==> src/rtl/sysctl_pkg.sv <==
// constants, types and register map for the reset and suspend controller
package sysctl_pkg;

	// clock
	localparam int CLK_HZ        = 40_000_000;
	localparam int CLK_PERIOD_NS = 25;
	localparam int MS_CYCLES     = CLK_HZ / 1000;

	// core reset pulse length after an internal restart
	localparam int RESTART_TIME_NS = 1000;
	localparam int RESTART_CYCLES  = (RESTART_TIME_NS + CLK_PERIOD_NS - 1) / CLK_PERIOD_NS;

	// watchdog length in low-frequency timer ticks
	localparam logic [15:0] WDT_TICKS = 16'h0100;

	// byte addresses of the register map
	localparam logic [15:0] ADDR_INFO_FLAGS = 16'h1010;
	localparam logic [15:0] ADDR_VER_LO     = 16'h1014;
	localparam logic [15:0] ADDR_VER_HI     = 16'h1015;
	localparam logic [15:0] ADDR_SYS_CTRL   = 16'h11BC;
	localparam logic [15:0] ADDR_GEN_SET    = 16'h11C0;
	localparam logic [15:0] ADDR_CFG        = 16'h11C1;
	localparam logic [15:0] ADDR_TIMEOUT    = 16'h11C2;

	// system control bits
	localparam int SC_ACK_RESET_BIT     = 7;
	localparam int SC_SUSPEND_BIT       = 3;
	localparam int SC_SOFT_RESTART_BIT  = 1;

	// info flag bits
	localparam int INFO_SHOW_RESET_BIT  = 7;
	localparam int INFO_SUSPENDED_BIT   = 1;
	localparam int INFO_SWITCH_BIT      = 0;

	// general settings fields
	localparam int GS_OSC_LSB           = 0;
	localparam int GS_SW_EN_BIT         = 4;
	localparam int GS_SW_POL_BIT        = 5;

	// config bits
	localparam int CFG_EVENT_MODE_BIT   = 0;

	// values after reset
	localparam logic [7:0]  GEN_SET_RST = 8'h00;
	localparam logic [7:0]  CFG_RST     = 8'h00;
	localparam logic [7:0]  TIMEOUT_RST = 8'h14;
	localparam logic [15:0] VER_RST     = 16'h0000;
	localparam logic [7:0]  SYS_CTRL_RST = 8'h00;

	typedef enum logic [1:0] {
		OSC_14MHZ,
		OSC_20MHZ,
		OSC_24MHZ,
		OSC_RESERVED
	} osc_sel_e;

	typedef struct packed {
		logic     sw_pol;
		logic     sw_en;
		osc_sel_e osc;
	} gen_settings_s;

	typedef struct packed {
		logic soft_restart;
		logic suspend;
	} sys_ctrl_s;

endpackage : sysctl_pkg

==> src/rtl/sync2.sv <==
// two flip-flop synchroniser for inputs from outside the clock domain
module sync2 #(
	parameter int         W   = 1,
	parameter logic [W-1:0] RST = '0
) (
	// clock and reset
	input  wire logic         i_clk,
	input  wire logic         i_rstn,
	// data
	input  wire logic [W-1:0] i_d,
	output logic      [W-1:0] o_q
);

	logic [W-1:0] meta_r;

	always_ff @(posedge i_clk or negedge i_rstn) begin
		if (!i_rstn) begin
			meta_r <= RST;
			o_q    <= RST;
		end else begin
			meta_r <= i_d;
			o_q    <= meta_r;
		end
	end

endmodule : sync2

==> src/rtl/system_reset_suspend_control.sv <==
// reset indication, restart, suspend, watchdog and switch logic with register port
//
// How it works
// - oscillator select field picks 14, 20 or 24 MHz; reserved code ignored
// - every reset sets the show-reset flag in info flags
// - flag stays until host writes ack-reset; a new reset wins over ack
// - while show-reset is set, event mode is ignored; window every cycle
// - soft restart bit restarts the device once the current window ends
// - window end with suspend bit set stops processing, low power, data kept
// - wake by forced comms; host clears suspend bit in that session
// - leaving suspend pulses a reseed of trackpad references
// - watchdog on low-frequency timer, kicked each loop; expiry forces cold restart
// - switch pin is read only while switch enable is set
// - polarity setting chooses whether high or low means pressed
// - switch-pressed flag follows the corrected switch state
// - registers use 16-bit byte addresses, one byte per address
// - two-byte values sit least significant byte first, word aligned
// - bus runs up to fast-mode-plus; byte engine outside this block
// - two-byte settings version is writable and reads back
// - ready line driven low while a window is open
// - unserviced window ends after a non-zero timeout in ms, ready released
//
// Local design decisions: the address map and the plain strobed port.
module system_reset_suspend_control
	import sysctl_pkg::*;
#(
	parameter int MS_CNT = MS_CYCLES
) (
	// clock and reset
	input  wire logic        i_clk,
	input  wire logic        i_rstn,
	// register port
	input  wire logic [15:0] i_addr,
	input  wire logic [7:0]  i_wdata,
	input  wire logic        i_wr,
	input  wire logic        i_rd,
	output logic      [7:0]  o_rdata,
	// processing core
	input  wire logic        i_cycle_done,
	input  wire logic        i_event,
	input  wire logic        i_loop_kick,
	input  wire logic        i_comm_end,
	input  wire logic        i_force_comms,
	output logic             o_processing_en,
	output logic             o_low_power,
	output logic             o_reseed,
	output logic             o_core_reset,
	output logic      [1:0]  o_osc_sel,
	output logic             o_switch_pressed,
	// pins
	input  wire logic        i_hardware_reset_pin_n,
	input  wire logic        i_low_freq_timer,
	input  wire logic        i_switch,
	output logic             o_rdy_o,
	output logic             o_rdy_oe
);

	typedef enum logic [1:0] {
		ST_PROCESS,
		ST_WINDOW,
		ST_SUSPEND,
		ST_RESTART
	} state_e;
	// settings defaults taken field by field; unused byte bits have no home in the struct
	localparam gen_settings_s GEN_DEF = gen_settings_s'({GEN_SET_RST[GS_SW_POL_BIT],
		GEN_SET_RST[GS_SW_EN_BIT], GEN_SET_RST[GS_OSC_LSB+:2]});

	state_e        state_r;
	state_e        state_nxt;
	gen_settings_s gen_r;
	logic          event_mode_r;
	logic [7:0]    timeout_r;
	logic [15:0]   version_r;
	sys_ctrl_s     ctrl_r;
	logic          show_reset_r;
	logic          switch_pressed_r;
	logic          woke_r;
	logic [7:0]    restart_cnt_r;
	logic [31:0]   ms_pre_r;
	logic [7:0]    ms_cnt_r;
	logic [15:0]   wdt_cnt_r;
	logic          lf_prev_r;
	logic [7:0]    rdata_r;

	logic          pin_rst_n_s;
	logic          lf_s;
	logic          switch_s;
	logic          sys_clear;
	logic          win_end;
	logic          tmo;
	logic          wdt_expire;
	logic          lf_tick;
	logic          want_window;
	logic          ack_wr;
	logic          restart_req;

	// pins pass two flops before use; reset pin idles high so no false restart
	sync2 #(
		.W   (3),
		.RST (3'b100)
	) u_sync_pins (
		.i_clk  (i_clk),
		.i_rstn (i_rstn),
		.i_d    ({i_hardware_reset_pin_n, i_low_freq_timer, i_switch}),
		.o_q    ({pin_rst_n_s, lf_s, switch_s})
	);

	function automatic logic reg_hit(input logic [15:0] a, input logic [15:0] b);
		reg_hit = (a == b);
	endfunction : reg_hit
	function automatic logic pressed(input logic lvl, input logic pol);
		pressed = pol ? lvl : ~lvl;
	endfunction : pressed

	assign sys_clear = (state_r == ST_RESTART);
	assign ack_wr    = i_wr && reg_hit(i_addr, ADDR_SYS_CTRL) && i_wdata[SC_ACK_RESET_BIT];

	// window control
	assign tmo     = (state_r == ST_WINDOW) && (timeout_r != 8'h00) && (ms_cnt_r >= timeout_r);
	assign win_end = (state_r == ST_WINDOW) && (i_comm_end || tmo);

	// event mode bypassed until the reset has been acknowledged
	assign want_window = !event_mode_r || show_reset_r || i_event;

	// watchdog
	assign lf_tick    = lf_s && !lf_prev_r;
	assign wdt_expire = (wdt_cnt_r >= WDT_TICKS);

	// pin reset is honoured at any time; keeping it outside windows is the host's job
	assign restart_req = !pin_rst_n_s || wdt_expire;

	always_comb begin
		state_nxt = state_r;
		case (state_r)
			ST_PROCESS: begin
				if (i_cycle_done && want_window) begin
					state_nxt = ST_WINDOW;
				end
			end
			ST_WINDOW: begin
				if (win_end) begin
					if (ctrl_r.soft_restart) begin
						state_nxt = ST_RESTART;
					end else if (ctrl_r.suspend) begin
						state_nxt = ST_SUSPEND;
					end else begin
						state_nxt = ST_PROCESS;
					end
				end
			end
			ST_SUSPEND: begin
				if (i_force_comms) begin
					state_nxt = ST_WINDOW;
				end
			end
			ST_RESTART: begin
				if (restart_cnt_r >= 8'(RESTART_CYCLES - 1) && pin_rst_n_s) begin
					state_nxt = ST_PROCESS;
				end
			end
			default: begin
				state_nxt = ST_PROCESS;
			end
		endcase
		if (restart_req) begin
			state_nxt = ST_RESTART;
		end
	end

	always_ff @(posedge i_clk or negedge i_rstn) begin
		if (!i_rstn) begin
			state_r <= ST_PROCESS;
		end else begin
			state_r <= state_nxt;
		end
	end

	// restart pulse length
	always_ff @(posedge i_clk or negedge i_rstn) begin
		if (!i_rstn) begin
			restart_cnt_r <= 8'h00;
		end else if (state_r == ST_RESTART && state_nxt == ST_RESTART) begin
			if (restart_cnt_r != 8'hFF) begin
				restart_cnt_r <= restart_cnt_r + 8'h01;
			end
		end else begin
			restart_cnt_r <= 8'h00;
		end
	end

	// millisecond timer, runs only while a window is open
	always_ff @(posedge i_clk or negedge i_rstn) begin
		if (!i_rstn) begin
			ms_pre_r <= 32'h0;
			ms_cnt_r <= 8'h00;
		end else if (state_r != ST_WINDOW) begin
			ms_pre_r <= 32'h0;
			ms_cnt_r <= 8'h00;
		end else if (ms_pre_r >= 32'(MS_CNT - 1)) begin
			ms_pre_r <= 32'h0;
			if (ms_cnt_r != 8'hFF) begin
				ms_cnt_r <= ms_cnt_r + 8'h01;
			end
		end else begin
			ms_pre_r <= ms_pre_r + 32'h1;
		end
	end

	// watchdog, counted on low-frequency ticks; held at zero while in suspend
	always_ff @(posedge i_clk or negedge i_rstn) begin
		if (!i_rstn) begin
			wdt_cnt_r <= 16'h0000;
			lf_prev_r <= 1'b0;
		end else begin
			lf_prev_r <= lf_s;
			if (sys_clear || i_loop_kick || state_r == ST_SUSPEND) begin
				wdt_cnt_r <= 16'h0000;
			end else if (lf_tick) begin
				wdt_cnt_r <= wdt_cnt_r + 16'h0001;
			end
		end
	end

	// show-reset: set by every reset, cleared by ack; the set wins
	always_ff @(posedge i_clk or negedge i_rstn) begin
		if (!i_rstn) begin
			show_reset_r <= 1'b1;
		end else if (sys_clear) begin
			show_reset_r <= 1'b1;
		end else if (ack_wr) begin
			show_reset_r <= 1'b0;
		end
	end

	// settings registers return to defaults on every restart
	always_ff @(posedge i_clk or negedge i_rstn) begin
		if (!i_rstn) begin
			gen_r <= GEN_DEF;
		end else if (sys_clear) begin
			gen_r <= GEN_DEF;
		end else if (i_wr && reg_hit(i_addr, ADDR_GEN_SET)) begin
			gen_r.sw_pol <= i_wdata[GS_SW_POL_BIT];
			gen_r.sw_en  <= i_wdata[GS_SW_EN_BIT];
			// reserved code would leave the oscillator undefined, so keep the old one
			if (i_wdata[GS_OSC_LSB+:2] != 2'b11) begin
				gen_r.osc <= osc_sel_e'(i_wdata[GS_OSC_LSB+:2]);
			end
		end
	end

	always_ff @(posedge i_clk or negedge i_rstn) begin
		if (!i_rstn) begin
			event_mode_r <= CFG_RST[CFG_EVENT_MODE_BIT];
			timeout_r    <= TIMEOUT_RST;
		end else if (sys_clear) begin
			event_mode_r <= CFG_RST[CFG_EVENT_MODE_BIT];
			timeout_r    <= TIMEOUT_RST;
		end else if (i_wr && reg_hit(i_addr, ADDR_CFG)) begin
			event_mode_r <= i_wdata[CFG_EVENT_MODE_BIT];
		end else if (i_wr && reg_hit(i_addr, ADDR_TIMEOUT)) begin
			timeout_r <= i_wdata;
		end
	end

	// settings version, low byte at the even address
	always_ff @(posedge i_clk or negedge i_rstn) begin
		if (!i_rstn) begin
			version_r <= VER_RST;
		end else if (sys_clear) begin
			version_r <= VER_RST;
		end else if (i_wr && reg_hit(i_addr, ADDR_VER_LO)) begin
			version_r[7:0] <= i_wdata;
		end else if (i_wr && reg_hit(i_addr, ADDR_VER_HI)) begin
			version_r[15:8] <= i_wdata;
		end
	end

	// system control; soft restart is consumed by the restart itself
	always_ff @(posedge i_clk or negedge i_rstn) begin
		if (!i_rstn) begin
			ctrl_r <= sys_ctrl_s'(2'b00);
		end else if (sys_clear) begin
			ctrl_r <= sys_ctrl_s'(2'b00);
		end else if (i_wr && reg_hit(i_addr, ADDR_SYS_CTRL)) begin
			ctrl_r.suspend      <= i_wdata[SC_SUSPEND_BIT];
			ctrl_r.soft_restart <= i_wdata[SC_SOFT_RESTART_BIT];
		end
	end

	// remember that the current window was forced out of suspend
	always_ff @(posedge i_clk or negedge i_rstn) begin
		if (!i_rstn) begin
			woke_r <= 1'b0;
		end else if (state_r == ST_SUSPEND && i_force_comms) begin
			woke_r <= 1'b1;
		end else if (state_r != ST_WINDOW || win_end) begin
			woke_r <= 1'b0;
		end
	end

	// reseed pulse when leaving suspend
	always_ff @(posedge i_clk or negedge i_rstn) begin
		if (!i_rstn) begin
			o_reseed <= 1'b0;
		end else begin
			o_reseed <= woke_r && win_end && (state_nxt == ST_PROCESS);
		end
	end

	// switch input, sampled only when enabled
	always_ff @(posedge i_clk or negedge i_rstn) begin
		if (!i_rstn) begin
			switch_pressed_r <= 1'b0;
		end else if (!gen_r.sw_en) begin
			switch_pressed_r <= 1'b0;
		end else begin
			switch_pressed_r <= pressed(switch_s, gen_r.sw_pol);
		end
	end

	// read data one cycle after the strobe; unmapped bytes read zero
	always_ff @(posedge i_clk or negedge i_rstn) begin
		if (!i_rstn) begin
			rdata_r <= 8'h00;
		end else if (i_rd) begin
			case (i_addr)
				ADDR_INFO_FLAGS: begin
					rdata_r <= 8'h00;
					rdata_r[INFO_SHOW_RESET_BIT] <= show_reset_r;
					rdata_r[INFO_SUSPENDED_BIT]  <= (state_r == ST_SUSPEND);
					rdata_r[INFO_SWITCH_BIT]     <= switch_pressed_r;
				end
				ADDR_VER_LO: rdata_r <= version_r[7:0];
				ADDR_VER_HI: rdata_r <= version_r[15:8];
				ADDR_SYS_CTRL: begin
					rdata_r <= 8'h00;
					rdata_r[SC_SUSPEND_BIT]      <= ctrl_r.suspend;
					rdata_r[SC_SOFT_RESTART_BIT] <= ctrl_r.soft_restart;
				end
				ADDR_GEN_SET: begin
					rdata_r <= 8'h00;
					rdata_r[GS_OSC_LSB+:2] <= gen_r.osc;
					rdata_r[GS_SW_EN_BIT]  <= gen_r.sw_en;
					rdata_r[GS_SW_POL_BIT] <= gen_r.sw_pol;
				end
				ADDR_CFG: rdata_r <= 8'(event_mode_r) << CFG_EVENT_MODE_BIT;
				ADDR_TIMEOUT: rdata_r <= timeout_r;
				default: rdata_r <= 8'h00;
			endcase
		end else begin
			rdata_r <= 8'h00;
		end
	end

	// outputs
	assign o_rdata          = rdata_r;
	assign o_switch_pressed = switch_pressed_r;
	assign o_osc_sel        = gen_r.osc;
	assign o_core_reset     = sys_clear;
	// suspended core keeps its memory, only processing stops
	assign o_processing_en  = (state_r == ST_PROCESS);
	assign o_low_power      = (state_r == ST_SUSPEND);
	// open drain: only ever pulls low
	assign o_rdy_o          = 1'b0;
	assign o_rdy_oe         = (state_r == ST_WINDOW);

endmodule : system_reset_suspend_control

==> config.mk <==
export PLATFORM = sky130hd
export DESIGN_NAME = system_reset_suspend_control
export DESIGN_NICKNAME = d
export VERILOG_FILES = /design/src/rtl/sysctl_pkg.sv /design/src/rtl/sync2.sv /design/src/rtl/system_reset_suspend_control.sv
export SDC_FILE = /design/constraint.sdc
export NUM_CORES = 1
export LEC_CHECK = 0
export BUFFER_PORTS_ARGS = -buffer_cell sky130_fd_sc_hd__buf_2
export CORE_MARGIN = 2
export CORE_UTILIZATION = 40
export CTS_CLUSTER_DIAMETER = 200
export DETAILED_ROUTE_END_ITERATION = 16
export MAX_ROUTING_LAYER = met4
export PLACE_DENSITY_LB_ADDON = 0.15
export SYNTH_ARGS = -nofsm -noshare
export SYNTH_HDL_FRONTEND = slang
export SYNTH_SLANG_ARGS = --single-unit
export TNS_END_PERCENT = 20
==> constraint.sdc <==
create_clock -name i_clk -period 2.31 [get_ports i_clk]
set_input_delay 0.462 -clock i_clk [delete_from_list [all_inputs] [get_ports i_clk]]
set_output_delay 0.462 -clock i_clk [all_outputs]
set_load 0.005 [all_outputs]
==> reports/qor.csv <==
stage,metric,value,unit
timing,setup_viol,0,
global_routing,grt_pass1_wl,20800,µm
power,p_seq_share,39.5,%
power,internal-power,0.00419,W
power,swShare,22.9,%
placement,numPortBuffers,51,
synth,synthAdderAreaFrac,3.02,%
clock_network,cts.sinks,116,
timing,fmax,462,MHz
placement,dp.cells,778,
timing,slew_headroom,59.2,%
power,p_switching,0.00124,W
synth,yosysMostFrequentCell,dfrtp_1,
timing,min_period_over_period,93.6,%
global_routing,grt_max_degree,52,
global_routing,grtUsageTotal,19.1,%
setup_path,cp.required,1.85,ns
run,maxCapViolCount,0,
setup_path,cp_data_arrival_time,1.70,ns
timing,finalCriticalPeriod,2.16,ns
clock_network,cts_setup_buffers,0,
synth,yosys-top-cells-area,"dfrtp_1, nor2_1, nand3_1, xor2_1, nand2_1",
floorplanning,core-area,13200,µm²
synth,synth-main-ff-cell,dfrtp_1,
floorplanning,num_io_pins,53,
synth,synth_edf_count,0,
route,viasPerCell,5.18,
finish,drive_gt1_share,18.6,%
synth,yosysWarnings,0,
synth,synth_xor_xnor_area_share,5.36,%
synth,synth_cell_types,55,
clock_network,cts_max_level,4,
route,detail_route.wl_per_cell,15.3,µm
synth,synth_cells,537,
timing,finClkSkew,0.0104,ns
floorplanning,start_util,40.9,%
timing,grt_setup_unrepaired,false,
synth,yosys-top-cells-count,"dfrtp_1, nor2_1, nand2_1",
global_routing,antenna_found_initial,0,
timing,hold_violations,0,
timing,finalSetupTns,0,ns
setup_path,cp_max_fo,11,
route,dr.pass1.iters,4,
clock_network,cts.reportedPaths.clkPinSlew,0.05,ns
synth,synthDominantCellAreaShare,51.5,%
setup_path,path_class,reg -> out,
power,power.density,818,nW/µm²
route,ant_nets,0,
power,p_leak,2.95,nW
route,wl_met2,5900,µm
clock_network,clock_path_buffers,2,
global_routing,first_global_vias,4196,
global_routing,grt-ovfl-total,0,
power,clockPowerShare,52.3,%
power,pwr-share-comb,8.1,%
synth,synth_top_cell_by_area,dfrtp_1,
synth,yosysSeqAreaShare,53.9,%
timing,finalMaxSlewViolations,0,
route,drt_iter0_markers,300,
synth,syn_area,5390,µm²
route,remaining_drc_errors,0,
synth,muxShareOfSynthArea,3.62,%
route,vias,4198,
synth,ys_async_sr_fraction,100,%
synth,postSynthAreaPerCell,10.0,µm²
floorplanning,die_x,120,µm
finish,fin_cells,810,
setup_path,crit_path_start_kind,flop,
route,routed_wl,12400,µm
power,peakVddDrop,0.000442,V
floorplanning,rows,42,
timing,worstMarginPinSlew,0.603,ns
placement,gp_congestion,0.879,
synth,synth_top_family_by_area,simple AND/OR/NAND/NOR gates,
clock_network,cts-root-buf,clkbuf_16,
route,routedLengthMet1,5540,µm
synth,synth_compound_gate_area_share,8.68,%
synth,yosys.area_share.simple,21.9,%
finish,num_antenna_cells,0,
worst_hold_path,hold_class,in -> async,
clock_network,cts_buffers,17,
route,routed.top_layer,met4,
route,wl_met3,723,µm
run_status,status,"complete, no violations",
finish,synthToLayoutAreaGrowth,23.3,%
floorplanning,die_y,120,µm
synth,ys_ff_latch,116,
clock_network,cts_tree,built,
clock_network,clkLatencyLatePin,0.41,ns
setup_path,worst_setup_path_end_kind,output pin,
floorplanning,dieArea,14400,µm²
finish,fin_nets,670,
placement,place_hpwl,8620,µm
state kept, by name, indices dropped and copies added (netlist names):
register and flops:
u_sync_pins.meta_r 3, gen_r 2, event_mode_r 1, o_rdata 8, o_reseed 1, woke_r 1
state_r 2, ms_pre_r 32, wdt_cnt_r 16, show_reset_r 1, timeout_r 8, o_osc_sel 2
ctrl_r 2, restart_cnt_r 8, version_r 16, u_sync_pins.o_q 3, lf_prev_r 1, o_switch_pressed 1
ms_cnt_r 8
power groups by stage:
stage / clock (W) / sequential (W) / combinational (W)
after floorplan: 0 / 0.00217 / 0.000256
after global placement: 0 / 0.00218 / 0.000430
after detailed placement: 0 / 0.00218 / 0.000439
after CTS: 0.00291 / 0.00215 / 0.000442
after global routing: 0.00301 / 0.00215 / 0.000496
final: 0.00285 / 0.00215 / 0.000442
layer usage:
| metal | global-route usage [%] | vias up |
|---|---|---|
| met5 | - | - |
| met4 | 7.35 | 0 |
| li1 | - | 2039 |
| met3 | 5.42 | 20 |
| met2 | 29.4 | 104 |
| met1 | 24.0 | 2035 |
area by class of cell:
class                      instances  area [µm²]
clock inverter                    10         178
clock buffer                      22         464
timing repair buffer              68         423
inverter                          23        86.3
fill                            1193        6540
sequential                       116        2910
tap                              176         220
multi-input combinational        395        2370
cell usage in the layout (no fill, tap or decap), drive strengths merged, types with 6 or more instances in the layout:
cell	instances
buf	68
mux2i	15
xor2	24
conb	17
nor2	75
clkbuf	22
nor4	11
inv	23
nand2	53
nor3	11
xnor2	9
a222oi	6
and3	6
a21oi	28
ha	13
dfrtp	111
a211oi	6
o21ai	12
nand4	13
nand3	42
repair_timing:
item | CTS | global route
endpoints found under the hold margin | 0 | 0
hold buffers | 0 | 0
resized for setup | 0 | 2
endpoints found under the setup margin | 0 | 3
critical path, cell delays in order, from the launching register on:
cell	delay (ns)
dfrtp_1	0.44
nand2b_1	0.42
inv_1	0.24
buf_2	0.19
stage by stage:
| step | hold WS, ns | power, W | instance area, µm² | setup slack, ns | util [%] |
|---|---|---|---|---|---|
| after floorplan | 0.166 | 0.00243 | 5450 | 0.167 | - |
| after global placement | 0.334 | 0.00261 | 6000 | 0.0786 | 45.5 |
| after detailed placement | 0.340 | 0.00262 | 6000 | 0.0389 | 45.5 |
| after CTS | 0.0169 | 0.00550 | 6640 | 0.0767 | 50.4 |
| after global routing | 0.0359 | 0.00566 | 6650 | 0.0463 | 50.4 |
| final | 0.00884 | 0.00544 | 6650 | 0.147 | 50.4 |
kinds of logic (layout without fill, tap and decap cells):
family,Yosys count,after routing
buffers and inverters,42,123
flip-flops,116,116
AND/OR/NAND/NOR,240,240
XOR/XNOR,33,33
multiplexers,19,19
AO/OA/AOI/OAI,73,73
adder cells (fa/ha/maj),13,13
other,1,17
worst paths after layout:
path                                        start                    end  slack (ns)  depth (start not counted)
min in group i_clk         i_hardware_reset_pin_n  u_sync_pins.meta_r[2]        0.15                          1
hold reg to reg             u_sync_pins.meta_r[0]     u_sync_pins.o_q[0]        0.35                          0
hold / removal                             i_rstn             o_rdata[4]       0.009                          1
setup / recovery                       state_r[1]               o_rdy_oe        0.15                          3
max in group asynchronous                  i_rstn           timeout_r[2]        1.63                          2
setup reg to reg                     timeout_r[2]             state_r[0]        0.21                          7
(Power assumes the default switching activity.)
